===== src/common/asttm_params.svh =====
// Offsets, reset values and timing counts of the self-test timing block.
`ifndef ASTTM_PARAMS_SVH
`define ASTTM_PARAMS_SVH
`define ASTTM_IDLE_CFG_ADDR 8'h37
`define ASTTM_DEC_CFG_ADDR 8'h38
`define ASTTM_CTRL_ADDR 8'h39
`define ASTTM_STATUS_ADDR 8'h3A
`define ASTTM_IDLE_RST 8'h00
`define ASTTM_DEC_RST 8'h00
`define ASTTM_CTRL_RST 8'h00
`define ASTTM_CLK_MHZ 25
`define ASTTM_IDLE_BASE_NS 312500
`define ASTTM_IDLE_STEP_NS 31250
`define ASTTM_IDLE_BASE_CYC (`ASTTM_IDLE_BASE_NS * `ASTTM_CLK_MHZ / 1000)
`define ASTTM_IDLE_STEP_CYC (`ASTTM_IDLE_STEP_NS * `ASTTM_CLK_MHZ / 1000)
`define ASTTM_DEC_MAX 4'hC
`endif


===== src/common/asttm_pkg.sv =====
// Types shared by the self-test timing block.
package asttm_pkg;
    typedef enum logic [1:0] {ASTTM_OFF, ASTTM_IDLE, ASTTM_MEAS} asttm_state_e;
endpackage


===== src/verilog/asttm_top.sv =====
// Self-test idle phase timer with a measurement-done strobe and its Wishbone registers.
`timescale 1ns/100ps
`default_nettype none
`include "asttm_params.svh"
module asttm_top (
    input wire logic clk_i,
    input wire logic rst_i,
    input wire logic wb_cyc_i,
    input wire logic wb_stb_i,
    input wire logic wb_we_i,
    input wire logic [7:0] wb_adr_i,
    input wire logic [3:0] wb_sel_i,
    input wire logic [31:0] wb_dat_i,
    output logic [31:0] wb_dat_o,
    output logic wb_ack_o,
    input wire logic [1:0] user_output_data_rate_i,
    input wire logic user_power_mode_i,
    output logic [1:0] eff_output_data_rate_o,
    output logic eff_power_mode_o,
    output logic selftest_active_o,
    output logic idle_phase_o,
    output logic meas_done_o
);
    logic [4:0] idle_code_q, idle_code_d;
    logic [3:0] dec_code_q, dec_code_d;
    logic [1:0] axis_sel_q, axis_sel_d;
    logic [31:0] dat_q, dat_d;
    logic ack_q, ack_d;
    asttm_pkg::asttm_state_e st_q, st_d;
    logic [4:0] run_idle_q, run_idle_d;
    logic [3:0] run_dec_q, run_dec_d;
    logic [15:0] cyc_q, cyc_d;
    logic [12:0] smp_q, smp_d;
    logic done_q, done_d;
    logic [1:0] odr_q, odr_d;
    logic pm_q, pm_d;
    logic act_q, act_d;
    logic idle_ph_q, idle_ph_d;
    logic [15:0] idle_len;
    logic [12:0] smp_len;
    logic wr;

    assign wr = wb_cyc_i && wb_stb_i && wb_we_i && !ack_q && wb_sel_i[0];
    assign idle_len = 16'(`ASTTM_IDLE_BASE_CYC)
        + 16'(`ASTTM_IDLE_STEP_CYC) * {11'h000, run_idle_q};
    // Clamping codes above twelve keeps the sample counter in 13 bits.
    assign smp_len = (run_dec_q > `ASTTM_DEC_MAX) ? 13'h1000
        : 13'(13'h0001 << run_dec_q);

    always_comb begin
        idle_code_d = idle_code_q;
        dec_code_d = dec_code_q;
        axis_sel_d = axis_sel_q;
        dat_d = 32'h00000000;
        ack_d = wb_cyc_i && wb_stb_i && !ack_q;
        if (wr) begin
            case (wb_adr_i)
                `ASTTM_IDLE_CFG_ADDR: idle_code_d = wb_dat_i[4:0];
                `ASTTM_DEC_CFG_ADDR: dec_code_d = wb_dat_i[3:0];
                `ASTTM_CTRL_ADDR: axis_sel_d = wb_dat_i[1:0];
                default: ;
            endcase
        end
        case (wb_adr_i)
            `ASTTM_IDLE_CFG_ADDR: dat_d = {27'h0000000, idle_code_q};
            `ASTTM_DEC_CFG_ADDR: dat_d = {28'h0000000, dec_code_q};
            `ASTTM_CTRL_ADDR: dat_d = {30'h00000000, axis_sel_q};
            `ASTTM_STATUS_ADDR: dat_d = {24'h000000, run_dec_q, 1'b0,
                st_q == asttm_pkg::ASTTM_MEAS, st_q == asttm_pkg::ASTTM_IDLE,
                st_q != asttm_pkg::ASTTM_OFF};
            default: dat_d = 32'h00000000;
        endcase
    end

    always_comb begin
        st_d = st_q;
        run_idle_d = run_idle_q;
        run_dec_d = run_dec_q;
        cyc_d = cyc_q;
        smp_d = smp_q;
        done_d = 1'b0;
        case (st_q)
            asttm_pkg::ASTTM_OFF: begin
                if (axis_sel_q != 2'h0) begin
                    st_d = asttm_pkg::ASTTM_IDLE;
                    run_idle_d = idle_code_q;
                    run_dec_d = dec_code_q;
                    cyc_d = 16'h0000;
                    smp_d = 13'h0000;
                end
            end
            asttm_pkg::ASTTM_IDLE: begin
                // Each sample takes one idle duration, so the period is
                // samples times idle length.
                if (cyc_q + 16'h0001 >= idle_len) begin
                    cyc_d = 16'h0000;
                    if (smp_q + 13'h0001 >= smp_len) begin
                        done_d = 1'b1;
                        smp_d = 13'h0000;
                        run_idle_d = idle_code_q;
                        run_dec_d = dec_code_q;
                    end else begin
                        smp_d = smp_q + 13'h0001;
                    end
                end else begin
                    cyc_d = cyc_q + 16'h0001;
                end
                st_d = asttm_pkg::ASTTM_IDLE;
            end
            default: st_d = asttm_pkg::ASTTM_OFF;
        endcase
        if (axis_sel_q == 2'h0) begin
            st_d = asttm_pkg::ASTTM_OFF;
        end
    end

    // The outputs follow the next state, so the forced rate, the active
    // flag and the idle flag all change on the same edge as the state.
    always_comb begin
        act_d = (st_d != asttm_pkg::ASTTM_OFF);
        idle_ph_d = (st_d == asttm_pkg::ASTTM_IDLE);
        if (st_d == asttm_pkg::ASTTM_OFF) begin
            odr_d = user_output_data_rate_i;
            pm_d = user_power_mode_i;
        end else begin
            odr_d = 2'h0;
            pm_d = 1'b0;
        end
    end

    always_ff @(posedge clk_i) begin
        if (rst_i) begin
            idle_code_q <= 5'(`ASTTM_IDLE_RST);
            dec_code_q <= 4'(`ASTTM_DEC_RST);
            axis_sel_q <= 2'(`ASTTM_CTRL_RST);
        end else begin
            idle_code_q <= idle_code_d;
            dec_code_q <= dec_code_d;
            axis_sel_q <= axis_sel_d;
        end
    end

    always_ff @(posedge clk_i) begin
        if (rst_i) begin
            dat_q <= 32'h00000000;
            ack_q <= 1'b0;
        end else begin
            dat_q <= dat_d;
            ack_q <= ack_d;
        end
    end

    always_ff @(posedge clk_i) begin
        if (rst_i) begin
            st_q <= asttm_pkg::ASTTM_OFF;
            run_idle_q <= 5'h00;
            run_dec_q <= 4'h0;
            cyc_q <= 16'h0000;
            smp_q <= 13'h0000;
            done_q <= 1'b0;
        end else begin
            st_q <= st_d;
            run_idle_q <= run_idle_d;
            run_dec_q <= run_dec_d;
            cyc_q <= cyc_d;
            smp_q <= smp_d;
            done_q <= done_d;
        end
    end

    always_ff @(posedge clk_i) begin
        if (rst_i) begin
            odr_q <= 2'h0;
            pm_q <= 1'b0;
            act_q <= 1'b0;
            idle_ph_q <= 1'b0;
        end else begin
            odr_q <= odr_d;
            pm_q <= pm_d;
            act_q <= act_d;
            idle_ph_q <= idle_ph_d;
        end
    end

    assign wb_dat_o = dat_q;
    assign wb_ack_o = ack_q;
    assign eff_output_data_rate_o = odr_q;
    assign eff_power_mode_o = pm_q;
    assign selftest_active_o = act_q;
    assign idle_phase_o = idle_ph_q;
    assign meas_done_o = done_q;

    a_idle_len_fix: assert property (
        @(posedge clk_i) disable iff (rst_i)
        idle_len == 16'h1E84 + 16'h030D * {11'h000, run_idle_q})
        else $error("idle length wrong");

    a_cyc_bound: assert property (
        @(posedge clk_i) disable iff (rst_i)
        cyc_q < idle_len)
        else $error("idle counter past its length");

    a_dec_clamp: assert property (
        @(posedge clk_i) disable iff (rst_i)
        run_dec_q >= 4'hC |-> smp_len == 13'h1000)
        else $error("decimation clamp wrong");

    a_dec_pow: assert property (
        @(posedge clk_i) disable iff (rst_i)
        run_dec_q < 4'hC |-> smp_len == 13'(13'h0001 << run_dec_q))
        else $error("decimation count wrong");

    a_smp_bound: assert property (
        @(posedge clk_i) disable iff (rst_i)
        smp_q < smp_len)
        else $error("sample counter past its length");

    a_user_block: assert property (
        @(posedge clk_i) disable iff (rst_i)
        st_q != asttm_pkg::ASTTM_OFF |-> odr_q == 2'h0 && !pm_q)
        else $error("user rate leaked");

    a_active_out: assert property (
        @(posedge clk_i) disable iff (rst_i)
        act_q == (st_q != asttm_pkg::ASTTM_OFF))
        else $error("active flag out of step");

    a_idle_out: assert property (
        @(posedge clk_i) disable iff (rst_i)
        idle_ph_q == (st_q == asttm_pkg::ASTTM_IDLE))
        else $error("idle flag out of step");

    a_disengage: assert property (
        @(posedge clk_i) disable iff (rst_i)
        axis_sel_q == 2'h0 |=> st_q == asttm_pkg::ASTTM_OFF)
        else $error("self-test not disengaged");

    a_user_back: assert property (
        @(posedge clk_i) disable iff (rst_i)
        st_d == asttm_pkg::ASTTM_OFF
        |=> odr_q == $past(user_output_data_rate_i)
        && pm_q == $past(user_power_mode_i))
        else $error("user rate not restored");

    a_codes_held: assert property (
        @(posedge clk_i) disable iff (rst_i)
        st_q == asttm_pkg::ASTTM_IDLE && !done_d && axis_sel_q != 2'h0
        |=> $stable(run_idle_q) && $stable(run_dec_q))
        else $error("codes changed mid sequence");

    a_start_latch: assert property (
        @(posedge clk_i) disable iff (rst_i)
        st_q == asttm_pkg::ASTTM_OFF && axis_sel_q != 2'h0
        |=> run_idle_q == $past(idle_code_q)
        && run_dec_q == $past(dec_code_q))
        else $error("codes not taken at start");

    a_period_step: assert property (
        @(posedge clk_i) disable iff (rst_i)
        done_q |-> cyc_q == 16'h0000 && smp_q == 13'h0000)
        else $error("period counters not reset");

    a_done_pulse: assert property (
        @(posedge clk_i) disable iff (rst_i)
        done_q |=> !done_q)
        else $error("period strobe too long");

    a_ack_answer: assert property (
        @(posedge clk_i) disable iff (rst_i)
        wb_cyc_i && wb_stb_i && !ack_q |=> ack_q)
        else $error("bus request not answered");

    a_ack_pulse: assert property (
        @(posedge clk_i) disable iff (rst_i)
        ack_q |=> !ack_q)
        else $error("ack held too long");

    // Every register is at most one byte wide, so the upper read lanes stay zero.
    a_read_upper: assert property (
        @(posedge clk_i) disable iff (rst_i)
        ack_q |-> dat_q[31:8] == 24'h000000)
        else $error("upper read lanes not zero");

    a_read_unmapped: assert property (
        @(posedge clk_i) disable iff (rst_i)
        ack_q && $past(wb_adr_i) > `ASTTM_STATUS_ADDR
        |-> dat_q == 32'h00000000)
        else $error("unmapped read not zero");
endmodule // asttm_top
`default_nettype wire


===== config.mk =====
export PLATFORM = sky130hd
export DESIGN_NAME = asttm_top
export DESIGN_NICKNAME = d
export VERILOG_FILES = /design/src/common/asttm_pkg.sv /design/src/verilog/asttm_top.sv
export VERILOG_INCLUDE_DIRS = /design/src /design/src/common
export SDC_FILE = /design/constraint.sdc
export NUM_CORES = 1
export LEC_CHECK = 0
export BUFFER_PORTS_ARGS = -buffer_cell sky130_fd_sc_hd__buf_4
export CAP_MARGIN = 20
export CORE_UTILIZATION = 55
export DETAILED_ROUTE_END_ITERATION = 10
export MAX_ROUTING_LAYER = met4
export PLACE_DENSITY = 0.81
export SLEW_MARGIN = 15
export SYNTH_ARGS = -nofsm -noshare
export SYNTH_HDL_FRONTEND = slang
export SYNTH_SLANG_ARGS = --single-unit

===== constraint.sdc =====
create_clock -name clk_i -period 6.61 [get_ports clk_i]
set_input_delay 0.3305 -clock clk_i [delete_from_list [all_inputs] [get_ports clk_i]]
set_output_delay 0.3305 -clock clk_i [all_outputs]
set_load 0.02 [all_outputs]

---- Word level (Yosys, flattened, before mapping) ----
Index checks and enable logic that the tools add are counted.
cells by class
  equality and inequality tests ........... 10
  muxes and demuxes ....................... 21
  bitwise logic cells ..................... 3
  magnitude comparators ................... 3
  reduce and logical (&&, ||, !) cells .... 21
  add/subtract/negate cells ............... 3
  $mul .................................... 1
  shift operators ......................... 1
operators with widths
  kind                    count
  $mux 13                 4
  $eq 8x6->1 const B      4
  $mux 16                 2
  $pmux 16 s2             1
  $pmux 8 s4              1
  $pmux 13 s2             1
  $add 13x15->16 const A  1
  $add 16x1->16 const B   1
  $ge 16x16->1            1
  $mul 10x5->15 const A   1
  $mux 5                  3
  $add 13x1->13 const B   1
  $ge 13x13->1            1
  $shl 1x4->13 const A    1
  $mux 4                  3
  $pmux 5 s2              1
  $pmux 4 s2              1
  $reduce_and 2->1        4
  $reduce_bool 2->1       4
  $logic_not 2->1         3
  $logic_and 1x1->1       5
  $eq 2x1->1 const B      2
  $gt 4x4->1 const B      1
  $mux 2                  2
  11 further kinds        14
word-level totals
  output and inout port bits .............. 39
  input port bits ......................... 52
  flip-flop bits (word level) ............. 90

---- Longest topological paths before layout ----
Gate-level depths: netlist (run 1).
  depth in word-level cells ............... 7
  depth in mapped cells ................... 21
  mapped depth without buffers ............ 20

---- Worst setup path after synthesis (run 1) ----
Ideal clock, no wire load.
  kind .................................... register to register
  start ................................... reg run_idle_q[4]
  end ..................................... reg cyc_q[7]
  stages on the path, launching flop included .. 21
  slack ................................... 1.912 ns
  setup time .............................. 0.117 ns
  data arrival time ....................... 4.581 ns
  cells stage by stage .................... dfxtp_1 ha_1 ha_1 inv_1 fa_1 inv_1 ha_1 fa_1 a21o_1 a21oi_1 o21ai_0 nor2_1 xor2_1 ha_1 nand4_1 or3_1 o32ai_2 o21bai_2 and2_4 buf_6 a32o_1
between the ends
  longest elaborated chain between the ends .. 5
RTL lines
  element                 RTL line          RTL
  start, declared         asttm_top.sv:30   logic [4:0] run_idle_q, run_idle_d;
  start signal, assigned  asttm_top.sv:163  run_idle_q <= run_idle_d;
  $mul 10x5->15           asttm_top.sv:45   + 16'(`ASTTM_IDLE_STEP_CYC) * {11'h000, run_idle_q};
  $add 13x15->16          asttm_top.sv:44   assign idle_len = 16'(`ASTTM_IDLE_BASE_CYC)
  $ge 16x16->1            asttm_top.sv:95   if (cyc_q + 16'h0001 >= idle_len) begin
  $mux 16                 asttm_top.sv:95
  $pmux 16 s2             asttm_top.sv:82   case (st_q)
  end signal, assigned    asttm_top.sv:165  cyc_q <= cyc_d;
  end, declared           asttm_top.sv:32   logic [15:0] cyc_q, cyc_d;
No other way between the ends.
A chain may end at the register's enable or synchronous reset.

---- Worst setup path in the final report (run 1) ----
  start ................................... reg run_idle_q[4]
  end ..................................... reg run_idle_q[0]
between the ends
  longest elaborated chain between the ends .. 5
RTL lines
  element                     RTL line
  $mul 10x5->15               asttm_top.sv:45
  $add 13x15->16              asttm_top.sv:44
  $ge 16x16->1                asttm_top.sv:95
  $ne 2x1->1 (no line)        --
  $reduce_and 4->1 (no line)  --
No other way between the ends.

==> results of run 1 <==
-- layout make-up --
class,count,area (µm²),share of cell area
repair buffers,36,270,0.0518
inverters,23,86.3,0.0165
well taps,105,131,0.0252
clock buffers,12,145,0.0278
clock inverters,3,40.0,0.00767
multi-input cells,460,3220,0.618
flip-flops and latches,66,1320,0.253
-- per-layer routing --
metal,vias to the layer above,track usage,wire length (µm)
li1,2032,-,-
met1,1950,0.296,4670
met2,124,0.415,5160
met3,29,0.0463,444
met4,0,0.104,255
met5,-,-,0
-- sequential cells by signal (all words and copies together), names as in the netlist, 2 cells and up --
| register | cells |
|---|---|
| cyc_q | 16 |
| smp_q | 13 |
| wb_dat_o | 8 |
| idle_code_q | 5 |
| run_idle_q | 5 |
| dec_code_q | 4 |
| run_dec_q | 4 |
| axis_sel_q | 2 |
| eff_output_data_rate_o | 2 |
| st_q | 2 |
-- kinds of logic after synthesis --
kind of cell / count (synthesis) / synth area share
other cells: 1 / 0.000781
compound gates: 99 / 0.145
simple gates: 211 / 0.212
fa+ha+maj: 70 / 0.189
mux: 20 / 0.0420
buf+inv: 65 / 0.0719
xor+xnor: 35 / 0.0639
flops: 66 / 0.275
-- worst register-to-register path, delay by kind of cell (launching register included) --
| kind | cells | cell delay [ns] |
|---|---|---|
| XOR/XNOR | 1 | 0.17 |
| multiplexers | 1 | 0.17 |
| AND/OR/NAND/NOR | 2 | 0.26 |
| AO/OA/AOI/OAI | 8 | 2.25 |
| flip-flops | 1 | 0.51 |
| adder cells (fa/ha/maj) | 6 | 2.01 |
| buffers and inverters | 2 | 0.09 |
-- power by group through the flow --
stage               sequential [µW]  clock, µW  combinational (µW)
floorplan                       410          0                34.1
global placement                409          0                37.9
detailed placement              409          0                38.4
CTS                             400        336                38.5
global route                    400        353                42.0
finish                          400        334                38.9
-- cells in the final DEF, fill, tap and decap left out, drive strengths merged, types with 5 or more instances in the layout --
| cell type | count |
|---|---|
| xor2 | 18 |
| a21oi | 33 |
| conb | 25 |
| nand3 | 37 |
| and2 | 7 |
| clkbuf | 12 |
| mux2i | 19 |
| xnor2 | 17 |
| buf | 36 |
| o21ai | 13 |
| nor2 | 38 |
| nand2 | 67 |
| inv | 23 |
| a32o | 11 |
| o32ai | 5 |
| and3 | 9 |
| nor3 | 15 |
| nor2b | 12 |
| dfxtp | 66 |
| ha | 66 |
-- metrics by stage --
stage                     instance area [µm²]  setup WS [ns]  cells  power [µW]
after floorplan                          4890           1.91    591         444
after global placement                   5030           1.28    690         447
after detailed placement                 5030           1.14    690         448
after CTS                                5220           1.05    705         774
after global routing                     5220          0.679    705         795
final                                    5220           1.02    705         773
-- final timing paths --
| kind | to | slack, ns | from |
|---|---|---|---|
| min reg2reg | wb_ack_o$_SDFF_PP0_ | 0.46 | wb_ack_o$_SDFF_PP0_ |
| max | run_idle_q[0]$_SDFFE_PP0P_ | 1.02 | run_idle_q[4]$_SDFFE_PP0P_ |
| min | eff_output_data_rate_o[0]$_SDFF_PP0_ | 0.18 | user_output_data_rate_i[0] |
| max reg2reg | run_idle_q[0]$_SDFFE_PP0P_ | 1.02 | run_idle_q[4]$_SDFFE_PP0P_ |
==> results.txt, run 1 <==
- Syn Inst Count: 567
- Setup repair after global routing left no endpoint under its margin.
- Post-detailed-routing wire length: 10.5 mm
- Die width: 95.4 µm
- At the pin with the least slew margin, the transition time is 1.11 ns.
- STA classifies the critical path startpoint as a register.
* Placer Congestion: 0.925
- Dividing the detail-routed wire length by the instance count gives 14.9 µm.
- Cell internal power was estimated by the tool at 593 µW.
- TritonCTS built the clock tree.
* Synthesized cell area: 0.00480 mm²
- Clock-pin slew was measured on the worst setup and hold paths at 0.07 ns.
* Die area: 0.00911 mm²
- Initial cell density of the core: 0.576
- Part of the cycle the worst path needs: 0.845
* Hold Path Depth: 2
* Largest incremental delay on the critical path: 0.62 ns
* Initial antenna violation count: 0
- Num rows: 33
* Number of synthesized flops with an enable pin: 0
- Total routing usage reported by global routing: 0.250
- Post-route ant nets: 0
* Fraction of final layout cells sized beyond drive strength 1: 0.108
* Setup tns final: 0 ns
- Most frequent CP cell: sky130_fd_sc_hd__ha_1
- Clock latency of the later-clocked register in the worst-skew pair: 0.34 ns
* Proportion of power drawn by combinational gates: 0.050
- The clock net in this run drives a total of 66 sinks.
- Max-Cap Viols: 0
- Switching power summed over all nets: 180 µW
- The commonest cells after synthesis are sky130_fd_sc_hd__dfxtp_1, sky130_fd_sc_hd__ha_1, sky130_fd_sc_hd__nand2_1.
- In this run, post-CTS repair resized a total of 0 instances.
- Critical Path AT: 5.80 ns
* Post CTS Setup Buffer Count: 0
- Count of synthesis-stage warnings from yosys: 0
- The number of max-slew violations in the final report is 0.
- The analysis attributes to cell leakage a power of 0.00224 µW.
* Worst vdd rail ir drop: 112 µV
- CTS built an H-tree with a depth of 3.
- Worst Reg2Reg Path Length in Cells: 20
- Along the worst path, the maximum fanout reaches 14.
* Path class of the lowest-slack min-delay path: input port to register
* Headroom to the max-slew limit: 0.254
- After detailed routing, the number of vias per cell comes to 5.87.
- Number of global-route vias before repair: 3927
- Final setup vio count: 0
- The setup path with the least slack is of type register to register.
- Number of antenna repair diodes: 0
- Sequential area share after synthesis: 0.275
- In this design, the largest share of critical-path delay is due to compound AO/OA/AOI/OAI gates.
* Worst setup skew after layout: 0.0102 ns
* Final nets: 718
* Number of fill cells in the layout: 729
* Maximum clock rate: 179 MHz
* Fraction of power consumed by sequential logic: 0.518
- Largest cells by area after synthesis: sky130_fd_sc_hd__dfxtp_1, sky130_fd_sc_hd__ha_1, sky130_fd_sc_hd__nand2_1
- STA classifies the critical path endpoint as a register.
* Slowest cell on crit path: sky130_fd_sc_hd__o21ai_2
- For this run, the share of the core covered by cells in the final layout is 0.626.
- Count of pins on the block boundary: 91
- Stages on the worst setup path: 20
- 1st-pass router iterations: 5
- Min Hold Slack: 0.179 ns
- The total count of hold-check failures in the final report came to 0.
- Remaining global-route overflow: 0
- Die Span Y: 95.4 µm
* Power density over the cells: 148 mW/mm²
- Entering global routing, the biggest net connects 35 pins.
* Total DRC errors in the routed layout: 0
- Mean post-synth cell area: 8.47 µm²
- In the synthesized netlist the dominant register cell turns out to be sky130_fd_sc_hd__dfxtp_1.
- After the first detailed-routing iteration, the DRC count stood at 206.
* DP HPWL: 7.83 mm
- Of the post-synthesis cell area, the dominant cell type holds 0.275.
- Of the total power, the share spent switching nets is 0.233.
* Worst EP required: 6.83 ns
- Of all cell types, the one taking the most synthesized area is sky130_fd_sc_hd__dfxtp_1.
- The first global-routing pass estimated 17.3 mm of wire.
- The share of total power dissipated in the clock network is 0.432.
- The synthesized netlist contains 59 unique library cells.
- Run status: completed
* Layout overhead on the synthesized area: 8.70%
* Area of the core region: 0.00834 mm²
- No sink is reached through more buffers than the 2 on the longest clock path.
* Total via count in the routed design: 4135
- Count of buffers inserted at the top-level ports: 36
- Async set-reset flop share out of synthesis: 0
* Critical path, cell by cell: ha_1 > ha_1 > inv_1 > fa_1 > inv_1 > ha_1 > fa_1 > a21o_1 > a21oi_1 > o211ai_1 > a31o_2 > a21oi_1 > xor2_1 > ha_1 > nand2_1 > o21a_1 > o2111ai_1 > o21ai_2 > nor2_4 > mux2i_1
- In this run, synthesis produced a sequential element count of 66.
- Total clock buffers created by CTS: 9
* Clock tree root buffer cell: sky130_fd_sc_hd__clkbuf_8
* Clock period minus final worst setup slack: 5.59 ns
* WP buf/inv: 2
- Post-CTS Hold Fix Bufs: 0
No activity file was read; power rests on OpenSTA's default activity.
==> inputs of run 2 (changes only) <==
- CORE_UTILIZATION: 55 -> 51
- PLACE_DENSITY: 0.81 -> 0.79
- clock period: 6.61 -> 4.7 ns (I/O delays scaled with it)
==> run 2 against run 1 <==
Effect of this change: cell count is 4.5% higher; clock skew is 0.0034 ns higher; power is 43% higher; clock power is 47% higher; critical endpoint is now run_dec_q[0]$_SDFFE_PP0P_; sequential power is 40% higher; routed wire length is 4.8% higher.
==> results.txt, run 2 (synthesized netlist as in run 1, its figures left out) <==
- The flow ran to the end, and the final reports show no timing, DRC or antenna violations.
- Worst Setup Slack, final: 0.124 ns
* Post-placement cell area: 0.00518 mm²
* Total routing usage reported by global routing: 0.232
* Total via count in the routed design: 4233
- The total overflow left after global routing is 0.
- Leaving out fill and tap cells, the most frequent cell in the layout is sky130_fd_sc_hd__nand2_1.
- Die Span Y: 99.0 µm
- Across the VDD grid, the largest voltage drop is 205 µV.
- In the routed design, unresolved DRC markers number 0.
* Type of destination of the critical path: register
* Placer Congestion: 0.852
* Max-Cap Viols: 0
* Post-place setup slack: -0.0644 ns
- Hold-critical path endpoint: eff_output_data_rate_o[1]$_SDFF_PP0_
- The min-delay analysis places its worst path in the category input port to register.
- Final setup vio count: 0
- Counting along the longest clock path gives a buffer depth of 2.
* Die width: 99.0 µm
- The setup path with the least slack is of type register to register.
* Post-detailed-routing wire length: 11.0 mm
- Leakage Power: 0.00236 µW
* Num rows: 35
- Initial cell density of the core: 0.522
- The floorplan step defined a die boundary enclosing 0.00980 mm².
- The repair_antennas step left the layout with diodes totalling 0.
- The worst register-to-register path begins at run_idle_q[4]$_SDFFE_PP0P_.
- The worst register-to-register path ends at run_dec_q[0]$_SDFFE_PP0P_.
- The library cells used most frequently in the layout, excluding fill and tap cells, are sky130_fd_sc_hd__nand2_1, sky130_fd_sc_hd__dfxtp_1, sky130_fd_sc_hd__ha_1.
- Overall power consumption: 1110 µW
- Including well taps, the total number of placed cells is 713.
* Top reg by flops: cyc_q
- Relative to the synthesized area, the layout overhead comes to 17.2%.
* CP Launch Point: run_idle_q[4]$_SDFFE_PP0P_
- Area of the core region: 0.00920 mm²
* Clock period minus final worst setup slack: 4.58 ns
* Pins over their slew limit: 0
- TritonCTS built the clock tree.
- Hold Path Depth: 2
- The worst hold path begins at user_output_data_rate_i[1].
- RSZ-0062 raised after global routing: true
- Reg2reg setup slack: 0.12 ns
* Clock latency of the later-clocked register in the worst-skew pair: 0.35 ns
* First-pass GRT wire length: 18.0 mm
* Final Hold Vio Count: 0
- Of the cells placed in the final design, the portion with a size suffix greater than 1 is 0.182.
- Before antenna repair, the detailed router went through 5 iterations.
- In this run, the number of DRC markers left after iteration 0 of detailed routing was 253.
- The initial antenna violation count came to 0.
- The via count of the first global-routing pass came to 4028.
- Detailed placement ended at an HPWL of 7.98 mm.
- Power density over the cells: 197 mW/mm²
- Register clock-pin slew on the reported worst setup and hold paths: 0.08 ns
- Data arrives at the worst endpoint at 4.85 ns.
- Entering global routing, the biggest net connects 35 pins.
- The finished layout holds 737 standard cells, fillers aside.
- Clock tree synthesis inserted a total of 9 buffers.
- Number of H-tree branching levels: 3
- The filler cells instantiated in the layout total 750.
* CP startpoint kind: register
- Dividing the final minimum period by the clock period gives 0.974.
* Count of pins on the block boundary: 91
* Post-route cell area: 0.00563 mm²
* Detail-routed via count per cell: 5.74
- Dividing the detail-routed wire length by the instance count gives 15.0 µm.
- Headroom to the max-slew limit: 0.351
- Final nets: 743
* Worst EP required: 4.97 ns
- Worst Reg2Reg Path Length in Cells: 21
- Maximum fanout along the worst path: 4
* Number of flip-flops in the largest register: 16
* Worst slew pin tran: 0.970 ns
- CTS placed an instance of sky130_fd_sc_hd__clkbuf_8 at the clock tree root.
- Count of buffers inserted at the top-level ports: 36
* Post-route ant nets: 0
- Maximum clock rate: 219 MHz
- Num Clock Sinks: 66
- Worst setup skew after layout: 0.0135 ns
## run 2: changes by cell type in the layout (fill, tap and decap cells not counted), sizes merged
| cell | before | now |
|---|---|---|
| clkinv | 2 | 3 |
| clkinvlp | 0 | 2 |
| buf | 36 | 60 |
| clkbuf | 12 | 11 |
## run 2: area by class of cell
| type | instances | area (µm²) | area share |
|---|---|---|---|
| multi-input cells | 460 | 3380 | 0.601 |
| clock inverters | 6 | 67.6 | 0.0120 |
| flip-flops and latches | 66 | 1330 | 0.236 |
| well taps | 111 | 139 | 0.0247 |
| repair buffers | 61 | 495 | 0.0881 |
| clock buffers | 10 | 128 | 0.0227 |
| inverters | 23 | 86.3 | 0.0153 |
## run 2: worst max-delay path by stage
stage / slack, ns / cells past startpoint / endpoint
after floorplan: 0.002 / 20 / cyc_q[7]$_SDFFE_PP0P_
after global placement: -0.03 / 21 / smp_q[3]$_SDFFE_PP0P_
after detailed placement: -0.06 / 21 / smp_q[4]$_SDFFE_PP0P_
after CTS: 0.009 / 21 / smp_q[2]$_SDFFE_PP0P_
after global routing: -0.08 / 21 / run_idle_q[1]$_SDFFE_PP0P_
final: 0.12 / 21 / run_dec_q[0]$_SDFFE_PP0P_
## run 2: worst max-delay path, stage by stage (launching register included)
cell	delay, ns
sky130_fd_sc_hd__dfxtp_2	0.34
sky130_fd_sc_hd__ha_4	0.25
sky130_fd_sc_hd__ha_4	0.26
sky130_fd_sc_hd__inv_2	0.03
sky130_fd_sc_hd__fa_1	0.48
sky130_fd_sc_hd__inv_1	0.04
sky130_fd_sc_hd__ha_2	0.20
sky130_fd_sc_hd__fa_2	0.37
sky130_fd_sc_hd__a21o_1	0.20
sky130_fd_sc_hd__a21oi_2	0.18
sky130_fd_sc_hd__o21ai_1	0.08
sky130_fd_sc_hd__nor2_1	0.12
sky130_fd_sc_hd__xor2_1	0.08
sky130_fd_sc_hd__ha_1	0.30
sky130_fd_sc_hd__nand4_1	0.12
sky130_fd_sc_hd__or3_4	0.36
sky130_fd_sc_hd__o32ai_4	0.35
sky130_fd_sc_hd__buf_6	0.16
sky130_fd_sc_hd__o21ai_4	0.08
sky130_fd_sc_hd__nor2_4	0.16
sky130_fd_sc_hd__clkbuf_16	0.17
sky130_fd_sc_hd__mux2i_1	0.18
## run 2: timing repair
item,CTS,global route
setup endpoints to repair,22,39
gates resized for setup,7,24
hold buffers,0,0
pin swaps,4,24
gates cloned,0,1
setup buffers,0,7
## run 2: layer usage
layer / routed length, µm / global-route usage / share of wire
met1: 4730 / 0.283 / 0.43
met2: 5550 / 0.394 / 0.50
met3: 563 / 0.0418 / 0.051
met4: 192 / 0.0620 / 0.017
met5: 0 / - / 0
## run 2: through the flow
step	util	TNS, ns	hold slack (ns)
after global placement	0.563	-0.0797	0.437
after detailed placement	0.563	-0.390	0.445
after global routing	0.612	-0.764	0.0905
after floorplan	-	0	0.357
after CTS	0.589	0	0.0823
final	0.612	0	0.0930
## run 2: where the power goes
group | total, µW | switching, µW | internal [µW]
clock network | 491 | 244 | 246
registers | 562 | 1.56 | 560
logic | 55.2 | 38.1 | 17.1
total | 1110 | 284 | 823
==> inputs of run 3 (changes only) <==
- ABC_CLOCK_PERIOD_IN_PS: not set -> 4700
- PLACE_DENSITY: 0.79 -> 0.77
==> run 3 against run 2 <==
Effect of this change: first-iteration DRC count increased by 50%; routed wire length increased by 3.8%; clock power increased by 4%; register-to-register slack got worse by 0.09 ns; cell area increased by 2.2%; sequential power about the same; highest routed layer unchanged.
==> results.txt, run 3 (synthesized netlist as in run 1, its figures left out) <==
* Placer Congestion: 0.890
- Total clock buffers created by CTS: 9
* Run status: completed
- Post-detailed-routing wire length: 11.5 mm
- Die width: 99.0 µm
- The sequential cells in the finished layout cover a total of 0.00133 mm².
- Number of buffers on the longest clock path: 2
- 1st-pass router iterations: 5
- Initial antenna violation count: 0
* Maximum clock rate: 214 MHz
* Number of DRC markers after the initial detailed-route iteration: 379
- Remaining global-route overflow: 0
- Across the run, the number of max-cap violations was 0.
- Setup tns final: 0 ns
- By instance count, the cell type seen most on the critical path is sky130_fd_sc_hd__ha_4.
* Die Span Y: 99.0 µm
- The worst setup path is launched from a register.
- The clock tree synthesis step divided the H-tree into 3 levels.
- Using the TritonRoute via totals, the vias-per-cell ratio works out to 5.78.
- Compared with the post-synthesis result, the final layout area differs by 19.7%.
* Num Clock Sinks: 66
- For the pin with the worst max-slew slack, the measured transition is 1.03 ns.
- Post-route cell area: 0.00575 mm²
- 0 antenna diodes ended up in the layout.
- The number of max-slew violations in the final report came to 0.
- Final setup vio count: 0
- For the final database, setup skew stands at 0.0117 ns.
* Placed cell count: 713
- Num rows: 35
- Once detailed placement completed, the half-perimeter wirelength came to 8.04 mm.
* Type of destination of the critical path: register
* Drt wl/cell: 15.4 µm
- The total count of hold-check failures in the final report came to 0.
- In the final design database the tool counted 750 nets.
* Headroom to the max-slew limit: 0.311
- Multi-input combinational cell area: 0.00342 mm²
- Min Hold Slack: 0.0795 ns
- Summed over all cells, the static leakage comes to 0.00243 µW.
* Final Core Density: 0.625
* Number of fill cells in the layout: 763
- Clock period minus final worst setup slack: 4.66 ns
- The worst-case IR drop observed on VDD is 214 µV.
- For this run, the total global-route usage over all layers was measured as 0.239.
* Path class of the lowest-slack min-delay path: input port to register
* Maximum fanout along the worst path: 4
- The later pin in the worst-skew pair is clocked with a latency of 0.36 ns.
- The die covers 0.00980 mm².
- Critical Path AT: 4.95 ns
* Count of pins on the block boundary: 91
- Buffers inserted to repair hold after CTS numbered 0.
- RSZ-0062 raised after global routing: true
- Data on the critical path is required at its endpoint by 4.99 ns.
- Total DRC errors in the routed layout: 0
- cyc_q holds more flip-flops than any other register.
* Post-placement cell area: 0.00519 mm²
* Count of buffers inserted at the top-level ports: 36
* Clock tree from TritonCTS: yes
- Largest incremental delay on the critical path: 0.49 ns
* Slowest cell on crit path: sky130_fd_sc_hd__fa_1
- Of the cells placed in the final design, the portion with a size suffix greater than 1 is 0.193.
- Part of the cycle the worst path needs: 0.992
- The via count of the first global-routing pass came to 4125.
- Once detail routing completed, the nets flagged for antenna violations numbered 0.
- The critical path is of the register to register type.
* Initial cell density of the core: 0.522
- The register with the most flip-flops in the layout has 16 of them.
- Entering global routing, the biggest net connects 35 pins.
* Critical path, cell by cell: ha_4 > ha_4 > inv_2 > fa_1 > inv_2 > ha_4 > fa_2 > a21o_1 > a21oi_2 > o211ai_1 > a31o_2 > a21oi_2 > xor2_1 > ha_1 > nand2_1 > o21a_1 > buf_6 > a31oi_4 > o21ai_4 > buf_6 > nor2_4 > clkbuf_16 > mux2i_1
- Power density over the cells: 196 mW/mm²
* Non-filler instance count after layout: 744
- The cell sitting at the root of the clock tree is a sky130_fd_sc_hd__clkbuf_8.
- Total via count in the routed design: 4301
- First-pass GRT wire length: 18.4 mm
- Register clock-pin slew on the reported worst setup and hold paths: 0.08 ns
- Area of the core region: 0.00920 mm²
- Top library cells by usage in the layout, fill and taps aside: sky130_fd_sc_hd__nand2_1, sky130_fd_sc_hd__dfxtp_1, sky130_fd_sc_hd__ha_1
* Most common cell after layout, fill and taps aside: sky130_fd_sc_hd__nand2_1
==> run 3: critical path, delay by kind of cell, from the launching register on <==
family                   cells  cell delay [ns]
XOR/XNOR                     1             0.10
multiplexers                 1             0.17
buffers and inverters        5             0.52
flip-flops                   1             0.34
AND/OR/NAND/NOR              2             0.19
adder cells (fa/ha/maj)      6             1.81
AO/OA/AOI/OAI                8             1.47
==> run 3: repair_timing <==
action | in CTS | in global routing
setup buffers | 2 | 12
cloned | 0 | 2
endpoints found under the setup margin | 36 | 39
pin swaps | 7 | 42
resized for setup | 8 | 35
==> run 3: report_power, final <==
part	total, µW	switching (µW)	internal (µW)
combinational	56.2	38.7	17.5
sequential	562	1.63	560
clock	510	257	253
total	1130	297	831
==> run 3: final cells by class <==
cell class,instances,share of cell area
Sequential cell,66,0.231
Clock buffer,9,0.0216
Timing Repair Buffer,67,0.0995
Clock inverter,7,0.0142
Inverter,23,0.0150
Tap cell,111,0.0242
Multi-Input combinational cell,461,0.595
==> run 3: final timing paths <==
check,startpoint,to,slack [ns],cells after the start
min,user_output_data_rate_i[0],eff_output_data_rate_o[0]$_SDFF_PP0_,0.08,2
max,run_idle_q[4]$_SDFFE_PP0P_,run_dec_q[1]$_SDFFE_PP0P_,0.04,23
max reg2reg,run_idle_q[4]$_SDFFE_PP0P_,run_dec_q[1]$_SDFFE_PP0P_,0.04,23
min reg2reg,wb_ack_o$_SDFF_PP0_,wb_ack_o$_SDFF_PP0_,0.46,1
==> run 3: routing by layer <==
layer,track usage,vias to the layer above,part of all wire
li1,-,2100,-
met1,0.288,2030,0.43
met2,0.393,148,0.49
met3,0.0489,23,0.056
met4,0.0884,0,0.023
met5,-,-,0
==> run 3: through the flow <==
stage / total power [µW] / setup slack, ns
CTS: 1130 / 0.000551
floorplan: 625 / 0.00155
finish: 1130 / 0.0355
global placement: 629 / -0.0754
detailed placement: 630 / -0.131
global route: 1160 / -0.147
